File: config.mk
export PLATFORM = sky130hd
export DESIGN_NAME = sdc_ctrl
export DESIGN_NICKNAME = d
export VERILOG_FILES = /design/src/rtl/sdc_pkg.sv /design/src/rtl/sdc_ctrl.sv
export SDC_FILE = /design/constraint.sdc
export NUM_CORES = 1
export LEC_CHECK = 0
export BUFFER_PORTS_ARGS = -buffer_cell sky130_fd_sc_hd__buf_4
export CAP_MARGIN = 20
export CORE_MARGIN = 5
export CORE_UTILIZATION = 55
export CTS_BUF_LIST = sky130_fd_sc_hd__clkbuf_4 sky130_fd_sc_hd__clkbuf_8
export DETAILED_ROUTE_END_ITERATION = 10
export GPL_TIMING_DRIVEN = 0
export PLACE_DENSITY = 0.92
export SYNTH_ARGS = -nofsm -noshare
export SYNTH_HDL_FRONTEND = slang
export SYNTH_SLANG_ARGS = --single-unit
File: constraint.sdc
create_clock -name I_CLK -period 5 [get_ports I_CLK]
set_input_delay 1 -clock I_CLK [delete_from_list [all_inputs] [get_ports I_CLK]]
set_output_delay 1 -clock I_CLK [all_outputs]
set_load 0.01 [all_outputs]
File: src/rtl/sdc_pkg.sv
// Purpose: Constants for the SDRAM controller configuration and initialization block.
// Assumes: Register port values arrive as 32-bit words on plain ports.
// Notes:   Field positions follow the configuration register layouts.
package sdc_pkg;

	// ==========================================================
	// Controller states and commands
	// ==========================================================
	typedef enum logic [1:0] {
		SDC_CONFIG = 2'h0,
		SDC_READY  = 2'h1,
		SDC_PAUSED = 2'h2
	} sdc_state_t;

	localparam logic [2:0] CTL_GO        = 3'h0;
	localparam logic [2:0] CTL_SLEEP     = 3'h1;
	localparam logic [2:0] CTL_WAKEUP    = 3'h2;
	localparam logic [2:0] CTL_PAUSE     = 3'h3;
	localparam logic [2:0] CTL_CONFIGURE = 3'h4;

	// ==========================================================
	// Direct command encoding
	// ==========================================================
	localparam int DCMD_TYPE_LSB = 18;
	localparam int DCMD_CHIP_LSB = 20;
	localparam logic [1:0] DCMD_PRECHARGE_ALL = 2'h0;
	localparam logic [1:0] DCMD_AUTO_REFRESH  = 2'h1;
	localparam logic [1:0] DCMD_MODE_REG_SET  = 2'h2;
	localparam logic [1:0] DCMD_NOP           = 2'h3;

	// ==========================================================
	// Timing field layouts
	// ==========================================================
	localparam int TIM_MEM_W   = 3;
	localparam int TIM_SCHED_W = 3;
	localparam int TRFC_MEM_W  = 5;
	localparam int TRFC_SCH_W  = 5;

	// ==========================================================
	// Reset values
	// ==========================================================
	localparam logic [31:0] RST_CAS_LATENCY = 32'h00000006;
	localparam logic [31:0] RST_T_RCD       = 32'h00000015;
	localparam logic [31:0] RST_T_RFC       = 32'h000001F2;
	localparam logic [31:0] RST_T_RP        = 32'h00000015;
	localparam logic [31:0] RST_REFRESH_PRD = 32'h00000A60;
	localparam logic [31:0] RST_CHIP0_MAP   = 32'h000000FF;
	localparam logic [31:0] RST_CHIP1_MAP   = 32'h000022FF;
	localparam logic [31:0] RST_MEMORY_CFG  = 32'h000D0020;
	localparam logic [31:0] RST_RDDATA_EN   = 32'h00000003;

	// ==========================================================
	// Memory configuration fields
	// ==========================================================
	localparam int MCFG_COL_LSB    = 0;
	localparam int MCFG_ROW_LSB    = 3;
	localparam int MCFG_AP_BIT     = 5;
	localparam int MCFG_PDP_LSB    = 7;
	localparam int MCFG_APD_BIT    = 13;
	localparam int MCFG_STOP_BIT   = 14;
	localparam int MCFG_BURST_LSB  = 15;
	localparam int MCFG_FPRE_BIT   = 22;
	localparam int MCFG_ASR_BIT    = 23;
	localparam int COL_BASE        = 8;
	localparam int ROW_BASE        = 11;

	// PHY write latency is fixed.
	localparam logic [3:0] PHY_WRLAT = 4'h0;

endpackage : sdc_pkg

File: src/rtl/sdc_ctrl.sv
// Purpose: Configuration state, timing registers and direct commands of an SDRAM controller.
// Assumes: Inputs synchronous to I_CLK; software writes arrive as one-cycle strobes.
// Notes:   One clock; scheduler fields counted on the same clock as the bus.
//
// Behaviour
// - PHY write latency is fixed at zero, not programmable.
// - Registers reset to usable defaults.
// - CAS-latency value 0x6 means latency of three memory cycles.
// - Activate timing 0x15 gives delay 5 and scheduler 2.
// - Refresh timing 0x1F2 gives delay 18 and scheduler 15.
// - Refresh period 0xA60 refreshes every 2656 cycles.
// - Chip map matches upper address byte; 0x22FF maps chip at 0x22.
// - Memory config 0xD0020 selects 8 columns, 11 rows, A10, burst 4.
// - Go command moves controller from configuration to Ready.
// - Status reads b01 once memory accesses are accepted.
// - Direct commands decode NOP, precharge-all and auto refresh to chip.
// - Direct 0x80032 sends mode-register-set carrying 0x32.
// - Supports row closing, power-down, clock stop and self-refresh.
// - Read-data-enable timing resets to 3 and is writable in configuration.
// - Status reads b10 when paused, b00 in configuration.
// - Scheduler delays count bus clock cycles.
`timescale 1ns/1ps
module sdc_ctrl #(
	parameter int ADDR_W = 32
) (
	// Clock and reset
	input  wire logic              I_CLK,
	input  wire logic              I_RESET,
	// Configuration writes
	input  wire logic              I_CAS_WR,
	input  wire logic              I_T_RCD_WR,
	input  wire logic              I_T_RFC_WR,
	input  wire logic              I_REFRESH_WR,
	input  wire logic              I_CHIP_MAP_WR,
	input  wire logic [1:0]        I_CHIP_SEL,
	input  wire logic              I_MEMORY_CFG_WR,
	input  wire logic              I_RDDATA_EN_WR,
	input  wire logic              I_DIRECT_WR,
	input  wire logic              I_CTL_CMD_WR,
	input  wire logic [31:0]       I_WDATA,
	// Memory access requests
	input  wire logic              I_ACC_REQ,
	input  wire logic [ADDR_W-1:0] I_ACC_ADDR,
	// Status and decoded configuration
	output logic [1:0]             O_STATUS,
	output logic [2:0]             O_CAS_CYCLES,
	output logic [2:0]             O_T_RCD,
	output logic [2:0]             O_SCHED_RCD,
	output logic [4:0]             O_T_RFC,
	output logic [4:0]             O_SCHED_RFC,
	output logic [3:0]             O_COL_BITS,
	output logic [4:0]             O_ROW_BITS,
	output logic                   O_AP_A10,
	output logic [2:0]             O_BURST,
	output logic                   O_AUTO_PD,
	output logic                   O_STOP_CLK,
	output logic                   O_FORCE_PRE,
	output logic                   O_AUTO_SREF,
	output logic [3:0]             O_PHY_WRLAT,
	output logic [3:0]             O_RDDATA_EN,
	// Memory command output
	output logic                   O_CMD_VALID,
	output logic [1:0]             O_CMD_TYPE,
	output logic [1:0]             O_CMD_CHIP,
	output logic [13:0]            O_CMD_ADDR,
	output logic                   O_REFRESH_DUE,
	output logic                   O_ACC_ISSUE,
	output logic [1:0]             O_ACC_CHIP,
	output logic                   O_ACC_HIT
);

	// ==========================================================
	// Registers
	// ==========================================================
	sdc_pkg::sdc_state_t state;
	sdc_pkg::sdc_state_t next_state;
	logic [31:0] cas_latency;
	logic [31:0] t_rcd;
	logic [31:0] t_rfc;
	logic [31:0] refresh_prd;
	logic [31:0] memory_cfg;
	logic [31:0] rddata_en;
	logic [31:0] chip_map [4];
	logic [14:0] refresh_cnt;

	// ==========================================================
	// Controller state machine
	// ==========================================================
	wire logic [2:0] ctl_cmd = I_WDATA[2:0];

	always_comb begin
		next_state = state;
		if (I_CTL_CMD_WR) begin
			unique case (state)
				sdc_pkg::SDC_CONFIG: begin
					if (ctl_cmd == sdc_pkg::CTL_GO) next_state = sdc_pkg::SDC_READY;
				end
				sdc_pkg::SDC_READY: begin
					if (ctl_cmd == sdc_pkg::CTL_PAUSE) next_state = sdc_pkg::SDC_PAUSED;
				end
				sdc_pkg::SDC_PAUSED: begin
					if (ctl_cmd == sdc_pkg::CTL_GO) next_state = sdc_pkg::SDC_READY;
					else if (ctl_cmd == sdc_pkg::CTL_CONFIGURE) next_state = sdc_pkg::SDC_CONFIG;
				end
				default: next_state = sdc_pkg::SDC_CONFIG;
			endcase
		end
	end

	always_ff @(posedge I_CLK) begin
		if (I_RESET) state <= sdc_pkg::SDC_CONFIG;
		else state <= next_state;
	end

	// ==========================================================
	// Configuration registers
	// ==========================================================
	// Configuration writes only land in the configuration state.
	wire logic cfg_ok = (state == sdc_pkg::SDC_CONFIG);

	always_ff @(posedge I_CLK) begin
		if (I_RESET) begin
			cas_latency <= sdc_pkg::RST_CAS_LATENCY;
			t_rcd       <= sdc_pkg::RST_T_RCD;
			t_rfc       <= sdc_pkg::RST_T_RFC;
			refresh_prd <= sdc_pkg::RST_REFRESH_PRD;
			memory_cfg  <= sdc_pkg::RST_MEMORY_CFG;
			rddata_en   <= sdc_pkg::RST_RDDATA_EN;
		end else if (cfg_ok) begin
			if (I_CAS_WR) cas_latency <= I_WDATA;
			if (I_T_RCD_WR) t_rcd <= I_WDATA;
			if (I_T_RFC_WR) t_rfc <= I_WDATA;
			if (I_REFRESH_WR) refresh_prd <= I_WDATA;
			if (I_MEMORY_CFG_WR) memory_cfg <= I_WDATA;
			if (I_RDDATA_EN_WR) rddata_en <= I_WDATA;
		end
	end

	generate
		for (genvar c = 0; c < 4; c++) begin : g_map
			always_ff @(posedge I_CLK) begin
				if (I_RESET) chip_map[c] <= (c == 0) ? sdc_pkg::RST_CHIP0_MAP : sdc_pkg::RST_CHIP1_MAP;
				else if (cfg_ok && I_CHIP_MAP_WR && I_CHIP_SEL == 2'(c)) chip_map[c] <= I_WDATA;
			end
		end
	endgenerate

	// ==========================================================
	// Field decode
	// ==========================================================
	// Latency in whole cycles
	wire logic [2:0] cas_cycles = cas_latency[3:1];
	wire logic [2:0] rcd_mem = t_rcd[2:0];
	wire logic [2:0] rcd_sch = t_rcd[5:3];
	wire logic [4:0] rfc_mem = t_rfc[4:0];
	wire logic [4:0] rfc_sch = t_rfc[9:5];
	wire logic [3:0] col_bits = 4'(sdc_pkg::COL_BASE) + {1'b0, memory_cfg[sdc_pkg::MCFG_COL_LSB +: 3]};
	wire logic [4:0] row_bits = 5'(sdc_pkg::ROW_BASE) + {3'b0, memory_cfg[sdc_pkg::MCFG_ROW_LSB +: 2]};
	wire logic [2:0] burst    = memory_cfg[sdc_pkg::MCFG_BURST_LSB +: 3];

	// ==========================================================
	// Direct command and access issue
	// ==========================================================
	// Upper byte chip match
	logic [3:0] hit;
	generate
		for (genvar c = 0; c < 4; c++) begin : g_hit
			assign hit[c] = (I_ACC_ADDR[ADDR_W-1 -: 8] == chip_map[c][15:8]);
		end
	endgenerate
	wire logic [1:0] hit_chip = hit[0] ? 2'h0 : hit[1] ? 2'h1 : hit[2] ? 2'h2 : 2'h3;
	wire logic       any_hit  = |hit;
	wire logic acc_go = I_ACC_REQ && any_hit && (state == sdc_pkg::SDC_READY);

	always_ff @(posedge I_CLK) begin
		if (I_RESET) begin
			O_CMD_VALID <= 1'b0;
			O_CMD_TYPE  <= sdc_pkg::DCMD_NOP;
			O_CMD_CHIP  <= 2'h0;
			O_CMD_ADDR  <= 14'h0000;
			O_ACC_ISSUE <= 1'b0;
			O_ACC_CHIP  <= 2'h0;
			O_ACC_HIT   <= 1'b0;
		end else begin
			O_CMD_VALID <= I_DIRECT_WR && cfg_ok;
			O_CMD_TYPE  <= I_WDATA[sdc_pkg::DCMD_TYPE_LSB +: 2];
			O_CMD_CHIP  <= I_WDATA[sdc_pkg::DCMD_CHIP_LSB +: 2];
			O_CMD_ADDR  <= I_WDATA[13:0];
			O_ACC_ISSUE <= acc_go;
			O_ACC_CHIP  <= hit_chip;
			O_ACC_HIT   <= any_hit;
		end
	end

	// ==========================================================
	// Refresh timer
	// ==========================================================
	// Periodic refresh
	always_ff @(posedge I_CLK) begin
		if (I_RESET || state != sdc_pkg::SDC_READY) begin
			refresh_cnt   <= 15'h0000;
			O_REFRESH_DUE <= 1'b0;
		end else if (refresh_cnt >= refresh_prd[14:0] - 15'h0001) begin
			refresh_cnt   <= 15'h0000;
			O_REFRESH_DUE <= 1'b1;
		end else begin
			refresh_cnt   <= refresh_cnt + 15'h0001;
			O_REFRESH_DUE <= 1'b0;
		end
	end

	// ==========================================================
	// Registered outputs
	// ==========================================================
	always_ff @(posedge I_CLK) begin
		if (I_RESET) begin
			O_STATUS     <= 2'h0;
			O_CAS_CYCLES <= 3'h0;
			O_T_RCD      <= 3'h0;
			O_SCHED_RCD  <= 3'h0;
			O_T_RFC      <= 5'h00;
			O_SCHED_RFC  <= 5'h00;
			O_COL_BITS   <= 4'h0;
			O_ROW_BITS   <= 5'h00;
			O_AP_A10     <= 1'b0;
			O_BURST      <= 3'h0;
			O_AUTO_PD    <= 1'b0;
			O_STOP_CLK   <= 1'b0;
			O_FORCE_PRE  <= 1'b0;
			O_AUTO_SREF  <= 1'b0;
			O_PHY_WRLAT  <= sdc_pkg::PHY_WRLAT;
			O_RDDATA_EN  <= 4'h0;
		end else begin
			O_STATUS     <= state;
			O_CAS_CYCLES <= cas_cycles;
			O_T_RCD      <= rcd_mem;
			O_SCHED_RCD  <= rcd_sch;
			O_T_RFC      <= rfc_mem;
			O_SCHED_RFC  <= rfc_sch;
			O_COL_BITS   <= col_bits;
			O_ROW_BITS   <= row_bits;
			O_AP_A10     <= memory_cfg[sdc_pkg::MCFG_AP_BIT];
			O_BURST      <= burst;
			O_AUTO_PD    <= memory_cfg[sdc_pkg::MCFG_APD_BIT];
			O_STOP_CLK   <= memory_cfg[sdc_pkg::MCFG_STOP_BIT];
			O_FORCE_PRE  <= memory_cfg[sdc_pkg::MCFG_FPRE_BIT];
			O_AUTO_SREF  <= memory_cfg[sdc_pkg::MCFG_ASR_BIT];
			O_PHY_WRLAT  <= sdc_pkg::PHY_WRLAT;
			O_RDDATA_EN  <= rddata_en[3:0];
		end
	end
endmodule : sdc_ctrl

==> run metrics, run 1 <==
initial antenna violation count 0; min Tclk post-route 3.39 ns; Worst slew margin 57.6%; mean post-synth cell area 9.86 sq um; Worst Path Required 5.33 ns; path depth of the worst reg2reg path 13; drt drc 0; clock buffer depth 2; first-pass GRT wire length 24.4 mm; row cnt 39; ys flop type dfxtp_1; detailed router's first-iteration violation count 401; hold slack 0.452 ns; total number of vias 4,951; remaining global-route overflow 0; # diodes 0; Synth top cells by count 132 x dfxtp_1, 89 x nand2_1, 66 x nor2_1, 50 x xnor2_1, 49 x nor2b_1; Clock Sinks 164; vias per cell 5.36; post-layout instance area 7760 sq um; P&R area growth vs syn 22.1%; synth warn 0; fmax 295 MHz; synth top area cells dfxtp_1 42%, edfxtp_1 15%, xnor2_1 6.9%; logic gate share of total power 11.0%; Cell Area, Synth 6360 sq um; Tcrit/Tclk final 67.9%; final net count 864; min-delay src memory_cfg[3]; register area share after synthesis 56.7%; Die Area 13,800 sq um; Syn Inst Count 645; Net Sw Frac 23.8%; Fin. Hold Viols 0; Worst-Skew Late Latency 0.46 ns; Yosys top cell area share 41.6%; PortBufs 100; ys async rst share 0%; clock group share of total power 37.6%; wire per inst 16.3 microns; count of flip-flops with a built-in enable after synthesis 32; Slew @ Worst Pin 0.636 ns; Synth cell types 43; clk slew on worst S/H paths 0.08 ns; worst path arrival time 3.72 ns; # hold bufs at CTS 0; CTS Buf Count 17; worst flop-to-flop path startpoint refresh_prd[0]; # Post-CTS Setup Buffers 0; CTS resizes 0; GPL Wtd Cong 0.865; max-slew violations 0; pwr dens 366 nW/um^2; Initial Util 55.9%; hold-critical path depth 1; Worst R2R End refresh_cnt[8]; Pint 0.00216 W; Reg2Reg Setup Slack 1.61 ns; gr usage total 22.0%; crit-path max FO 10; proportion of layout cells with a drive suffix above 1 19.8%; detailed-placement wirelength estimate 10.9 mm; I/O pin total 148; core area 11,400 sq um; Yosys reg bits 164; Max Cap Viol 0; wire length after detailed routing 15.1 mm; Seq pwr share 51.3%; Total Power 0.00284 W; setup TNS 0 ns; CTS tree yes; antenna viol nets, final 0; leakage 3.20 nW; Worst Hold Class reg -> reg; Max IR drop VDD 0.229 mV; skew final 0.00941 ns; placed inst area 7300 sq um; number of global-route vias before repair 4,906; die height 118 microns; H-tree Lvls 4; dpl cells 892; die width 118 microns; post-synth top area cell dfxtp_1; type of the worst setup path reg -> reg; unrepaired setup endpoints after global routing no; Psw 0.000678 W; hold endpoint O_ROW_BITS[0]; outcome finished, final reports clean; Root Driver clkbuf_8; # setup viols final 0; TritonRoute pass-1 iters 5; critical path startpoint category register; post-route insts no fill 924; largest net degree at the start of global routing 17; count leader, synth dfxtp_1; Crit. End Element register
[layout make-up]
type / count / area [sq um]
Inverter: 15 / 56.3
Clock inverter: 11 / 171
Timing Repair Buffer: 100 / 751
Fill cell: 796 / 3610
Sequential cell: 164 / 3600
Tap cell: 143 / 179
Buffer: 39 / 181
Multi-Input combinational cell: 431 / 2530
Clock buffer: 21 / 289
[state kept, by name, indices dropped and copies added, names as in the netlist, 4 cells and up]
register     count
refresh_cnt     15
O_COL_BITS       4
O_T_RFC          5
t_rfc           10
memory_cfg      13
rddata_en        4
refresh_prd     15
O_SCHED_RFC      5
chip_map        32
O_CMD_ADDR      14
t_rcd            6
O_RDDATA_EN      4
[per-layer routing]
layer / track usage (%) / up-vias / part of all wire, %
met3: 7.35 / 34 / 10
met5: 0 / - / 0
met1: 26.5 / 2288 / 38
met4: 9.82 / 0 / 2.7
li1: - / 2384 / -
met2: 35.8 / 245 / 48
[through the flow]
step           utilization, %  setup slack (ns)
2_1_floorplan               -              2.29
3_3_place_gp             64.2              1.89
3_5_place_dp             64.2              1.82
4_1_cts                  68.3              1.67
5_1_grt                  68.3              1.26
6_report                 68.3              1.61
[critical path, stage by stage (launching register included)]
cell	delay (ns)
dfxtp_1	0.34
inv_1	0.09
ha_1	0.18
nor3b_1	0.42
nand4b_1	0.25
nor3_1	0.22
xnor2_1	0.10
ha_1	0.30
nand4_1	0.16
nor3_1	0.26
o21ai_0	0.19
nand3_1	0.24
clkbuf_1	0.41
nor2_1	0.11
[cell usage in the layout, fill, tap and decap left out, types with 11 or more instances in the layout]
| cell type | synthesis | layout |
|---|---|---|
| clkbuf_1 | 22 | 22 |
| buf_4 | 6 | 106 |
| nor2_1 | 66 | 66 |
| nand4_1 | 15 | 15 |
| a21oi_1 | 32 | 32 |
| nor2b_1 | 49 | 49 |
| inv_1 | 14 | 14 |
| dfxtp_1 | 132 | 132 |
| nand2_1 | 89 | 89 |
| clkbuf_8 | 0 | 21 |
| xnor2_1 | 50 | 50 |
| o22a_1 | 11 | 11 |
| ha_1 | 18 | 18 |
| nand3_1 | 37 | 37 |
| edfxtp_1 | 32 | 32 |
[power groups by stage]
stage / clock network (W) / logic, W / registers, W
global placement: 0 / 0.000300 / 0.00148
finish: 0.00107 / 0.000314 / 0.00146
detailed placement: 0 / 0.000310 / 0.00149
floorplan: 0 / 0.000168 / 0.00150
global route: 0.00114 / 0.000345 / 0.00147
CTS: 0.00108 / 0.000313 / 0.00146
[worst max path at each step]
stage	end	from	cells after the start
after floorplan	refresh_cnt[10]	refresh_prd[0]	12
after global placement	refresh_cnt[14]	refresh_prd[0]	13
after detailed placement	refresh_cnt[8]	refresh_prd[0]	13
after CTS	refresh_cnt[8]	refresh_prd[0]	13
after global routing	refresh_cnt[8]	refresh_prd[0]	13
final	refresh_cnt[8]	refresh_prd[0]	13
[kinds of logic (layout without fill, tap and decap cells)]
group / after synthesis / after routing / synth area share (%)
adders and majority gates: 18 / 18 / 3.54
other: 1 / 5 / 0.0590
DFF: 164 / 164 / 56.7
buffers and inverters: 54 / 186 / 3.74
xor gates and xnor gates: 58 / 58 / 7.99
AOI/OAI and AO/OA: 58 / 58 / 5.57
and+or+nand+nor: 292 / 292 / 22.4
Note: power is estimated with default switching activity, not from simulation.
==> inputs of run 2 (changes only) <==
CORE_UTILIZATION = 50   (was 55)
PLACE_DENSITY = 0.89   (was 0.92)
clock period = 3.05 ns   (was 5 ns; I/O delays follow)
==> run 2 against run 1 <==
Cell count grew 3.4%. Sequential share of layout area fell by 0.24 points. Sequential power rose by 64%. Die area is 9.1% higher. Via count is 1.7% lower. Cell area up 0.52%. Total power up 60%. Clock skew is 0.0017 ns higher. Highest routed layer unchanged. Critical path depth decreased by 1. Combinational power increased by 63%. Flip-flop and latch count stayed put. Critical path type unchanged.
==> run metrics, run 2 (synthesis gave the netlist of run 1 again) <==
Worst slew margin 59.2% (was 57.6%); Die Area 15,100 sq um (was 13,800 sq um); row cnt 41 (was 39); Worst Hold Class in -> reg (was reg -> reg); total number of vias 4,866 (was 4,951); P&R area growth vs syn 22.7% (was 22.1%); core area 12,600 sq um (was 11,400 sq um); gr usage total 20.1% (was 22.0%); # diodes 0 (unchanged); largest registers chip_map: 32 flops, refresh_cnt: 15 flops, refresh_prd: 15 flops (unchanged); wire length after detailed routing 15.1 mm (about the same); I/O pin total 148 (unchanged); initial antenna violation count 0 (unchanged); Fin. Hold Viols 0 (unchanged); clk slew on worst S/H paths 0.09 ns (was 0.08 ns); setup TNS 0 ns (unchanged); Clock Sinks 164 (unchanged); largest reg by FF count chip_map (unchanged); final net count 866 (was 864); worst path arrival time 3.33 ns (was 3.72 ns); detailed router's first-iteration violation count 468 (was 401); crit-path max FO 10 (unchanged); largest net degree at the start of global routing 17 (unchanged); Slew @ Worst Pin 0.613 ns (was 0.636 ns); Largest register FFs 32 (unchanged); most frequent cells in the layout 132 x dfxtp_1, 108 x buf_4, 89 x nand2_1 (was 132 x dfxtp_1, 106 x buf_4, 89 x nand2_1); hold slack 0.328 ns (was 0.452 ns); CTS tree yes (unchanged); TritonRoute pass-1 iters 5 (unchanged); Initial Util 50.6% (was 55.9%); first-pass GRT wire length 23.1 mm (was 24.4 mm); Worst Path Required 3.45 ns (was 5.33 ns); skew final 0.0111 ns (was 0.00941 ns); type of the worst setup path reg -> reg (unchanged); outcome finished, final reports clean (unchanged); leakage 3.20 nW (about the same); PortBufs 100 (unchanged); detailed-placement wirelength estimate 11.0 mm (was 10.9 mm); Util after Layout 62.1% (was 68.3%); critical path startpoint category register (unchanged); Tcrit/Tclk final 96.3% (was 67.9%); Worst-Skew Late Latency 0.46 ns (about the same); GPL Wtd Cong 0.821 (was 0.865); max-slew violations 0 (unchanged); pwr dens 583 nW/um^2 (was 366 nW/um^2); remaining global-route overflow 0 (unchanged); drt drc 0 (unchanged); die height 123 microns (was 118 microns); Crit. End Element register (unchanged); Max Cap Viol 0 (unchanged); vias per cell 5.10 (was 5.36); min Tclk post-route 2.94 ns (was 3.39 ns); # hold bufs at CTS 0 (unchanged); Root Driver clkbuf_8 (unchanged); CTS Buf Count 17 (unchanged); antenna viol nets, final 0 (unchanged); FILL cells 1,002 (was 796); fmax 340 MHz (was 295 MHz); wire per inst 15.8 microns (was 16.3 microns); commonest non-fill, non-tap cell in the layout dfxtp_1 (unchanged); clock buffer depth 2 (unchanged); number of global-route vias before repair 4,602 (was 4,906); die width 123 microns (was 118 microns); # setup viols final 0 (unchanged); Max IR drop VDD 0.470 mV (was 0.229 mV); proportion of layout cells with a drive suffix above 1 20.7% (was 19.8%); H-tree Lvls 4 (unchanged)
## run 2: changes by cell type in the layout (fill, tap and decap cells not counted), sizes merged
| cell | before | now |
|---|---|---|
| clkbuf | 51 | 49 |
| clkinvlp | 1 | 0 |
| bufinv | 4 | 3 |
| buf | 109 | 112 |
| clkinv | 5 | 7 |
| inv | 16 | 17 |
## run 2: repair_timing
action | in CTS | in global routing
buffers inserted | 0 | 2
setup endpoints to repair | 10 | 10
resized for setup | 3 | 6
pin swaps | 0 | 2
## run 2: layout make-up
| type | instances | area [sq um] | share of cell area (%) |
|---|---|---|---|
| inverters | 15 | 56.3 | 0.722 |
| clock inverters | 12 | 151 | 1.94 |
| repair buffers | 102 | 766 | 9.81 |
| well taps | 172 | 215 | 2.76 |
| flip-flops and latches | 164 | 3600 | 46.2 |
| plain buffers | 39 | 189 | 2.42 |
| clock buffers | 20 | 263 | 3.37 |
| multi-input cells | 431 | 2560 | 32.8 |
## run 2: layer usage
metal,vias to the layer above,part of all wire [%],track usage (%)
met3,22,9.1,6.41
met2,168,48,33.4
met5,-,0,0
li1,2394,-,-
met1,2282,41,24.8
met4,0,1.7,6.58
## run 2: final timing paths
kind	from	end	slack [ns]	depth (start not counted)
worst min-delay path	I_WDATA[19]	O_CMD_TYPE[1]	0.33	2
worst min register to register	memory_cfg[17]	memory_cfg[17]	0.45	2
worst max-delay path	refresh_prd[0]	refresh_cnt[8]	0.11	12
worst max register to register	refresh_prd[0]	refresh_cnt[8]	0.11	12
## run 2: through the flow
| stage | total power, W | instances | cell area [sq um] | setup slack, ns |
|---|---|---|---|---|
| after floorplan | 0.00273 | 649 | 6370 | 0.338 |
| after detailed placement | 0.00295 | 921 | 7340 | -0.192 |
| after CTS | 0.00455 | 953 | 7760 | 0.0238 |
| after global placement | 0.00293 | 921 | 7340 | -0.0674 |
| final | 0.00455 | 955 | 7800 | 0.112 |
| after global routing | 0.00471 | 955 | 7800 | -0.0397 |
## run 2: where the power goes
| part | leakage [nW] | switching [W] | total (W) | internal, W |
|---|---|---|---|---|
| clock | 0.218 | 0.000793 | 0.00164 | 0.000851 |
| sequential | 1.41 | 0.0000589 | 0.00239 | 0.00233 |
| combinational | 1.58 | 0.000277 | 0.000511 | 0.000234 |
| total | 3.20 | 0.00113 | 0.00455 | 0.00342 |
## run 2: critical path, cell delays in order, from the launching register on
cell      delay [ns]
dfxtp_1         0.34
or4_4           0.57
nor4_4          0.30
nand2_2         0.12
nor4_4          0.16
xnor2_1         0.16
ha_1            0.28
nand4_1         0.16
o221ai_1        0.16
a21oi_2         0.18
nand3_2         0.16
buf_6           0.19
nor2_1          0.10
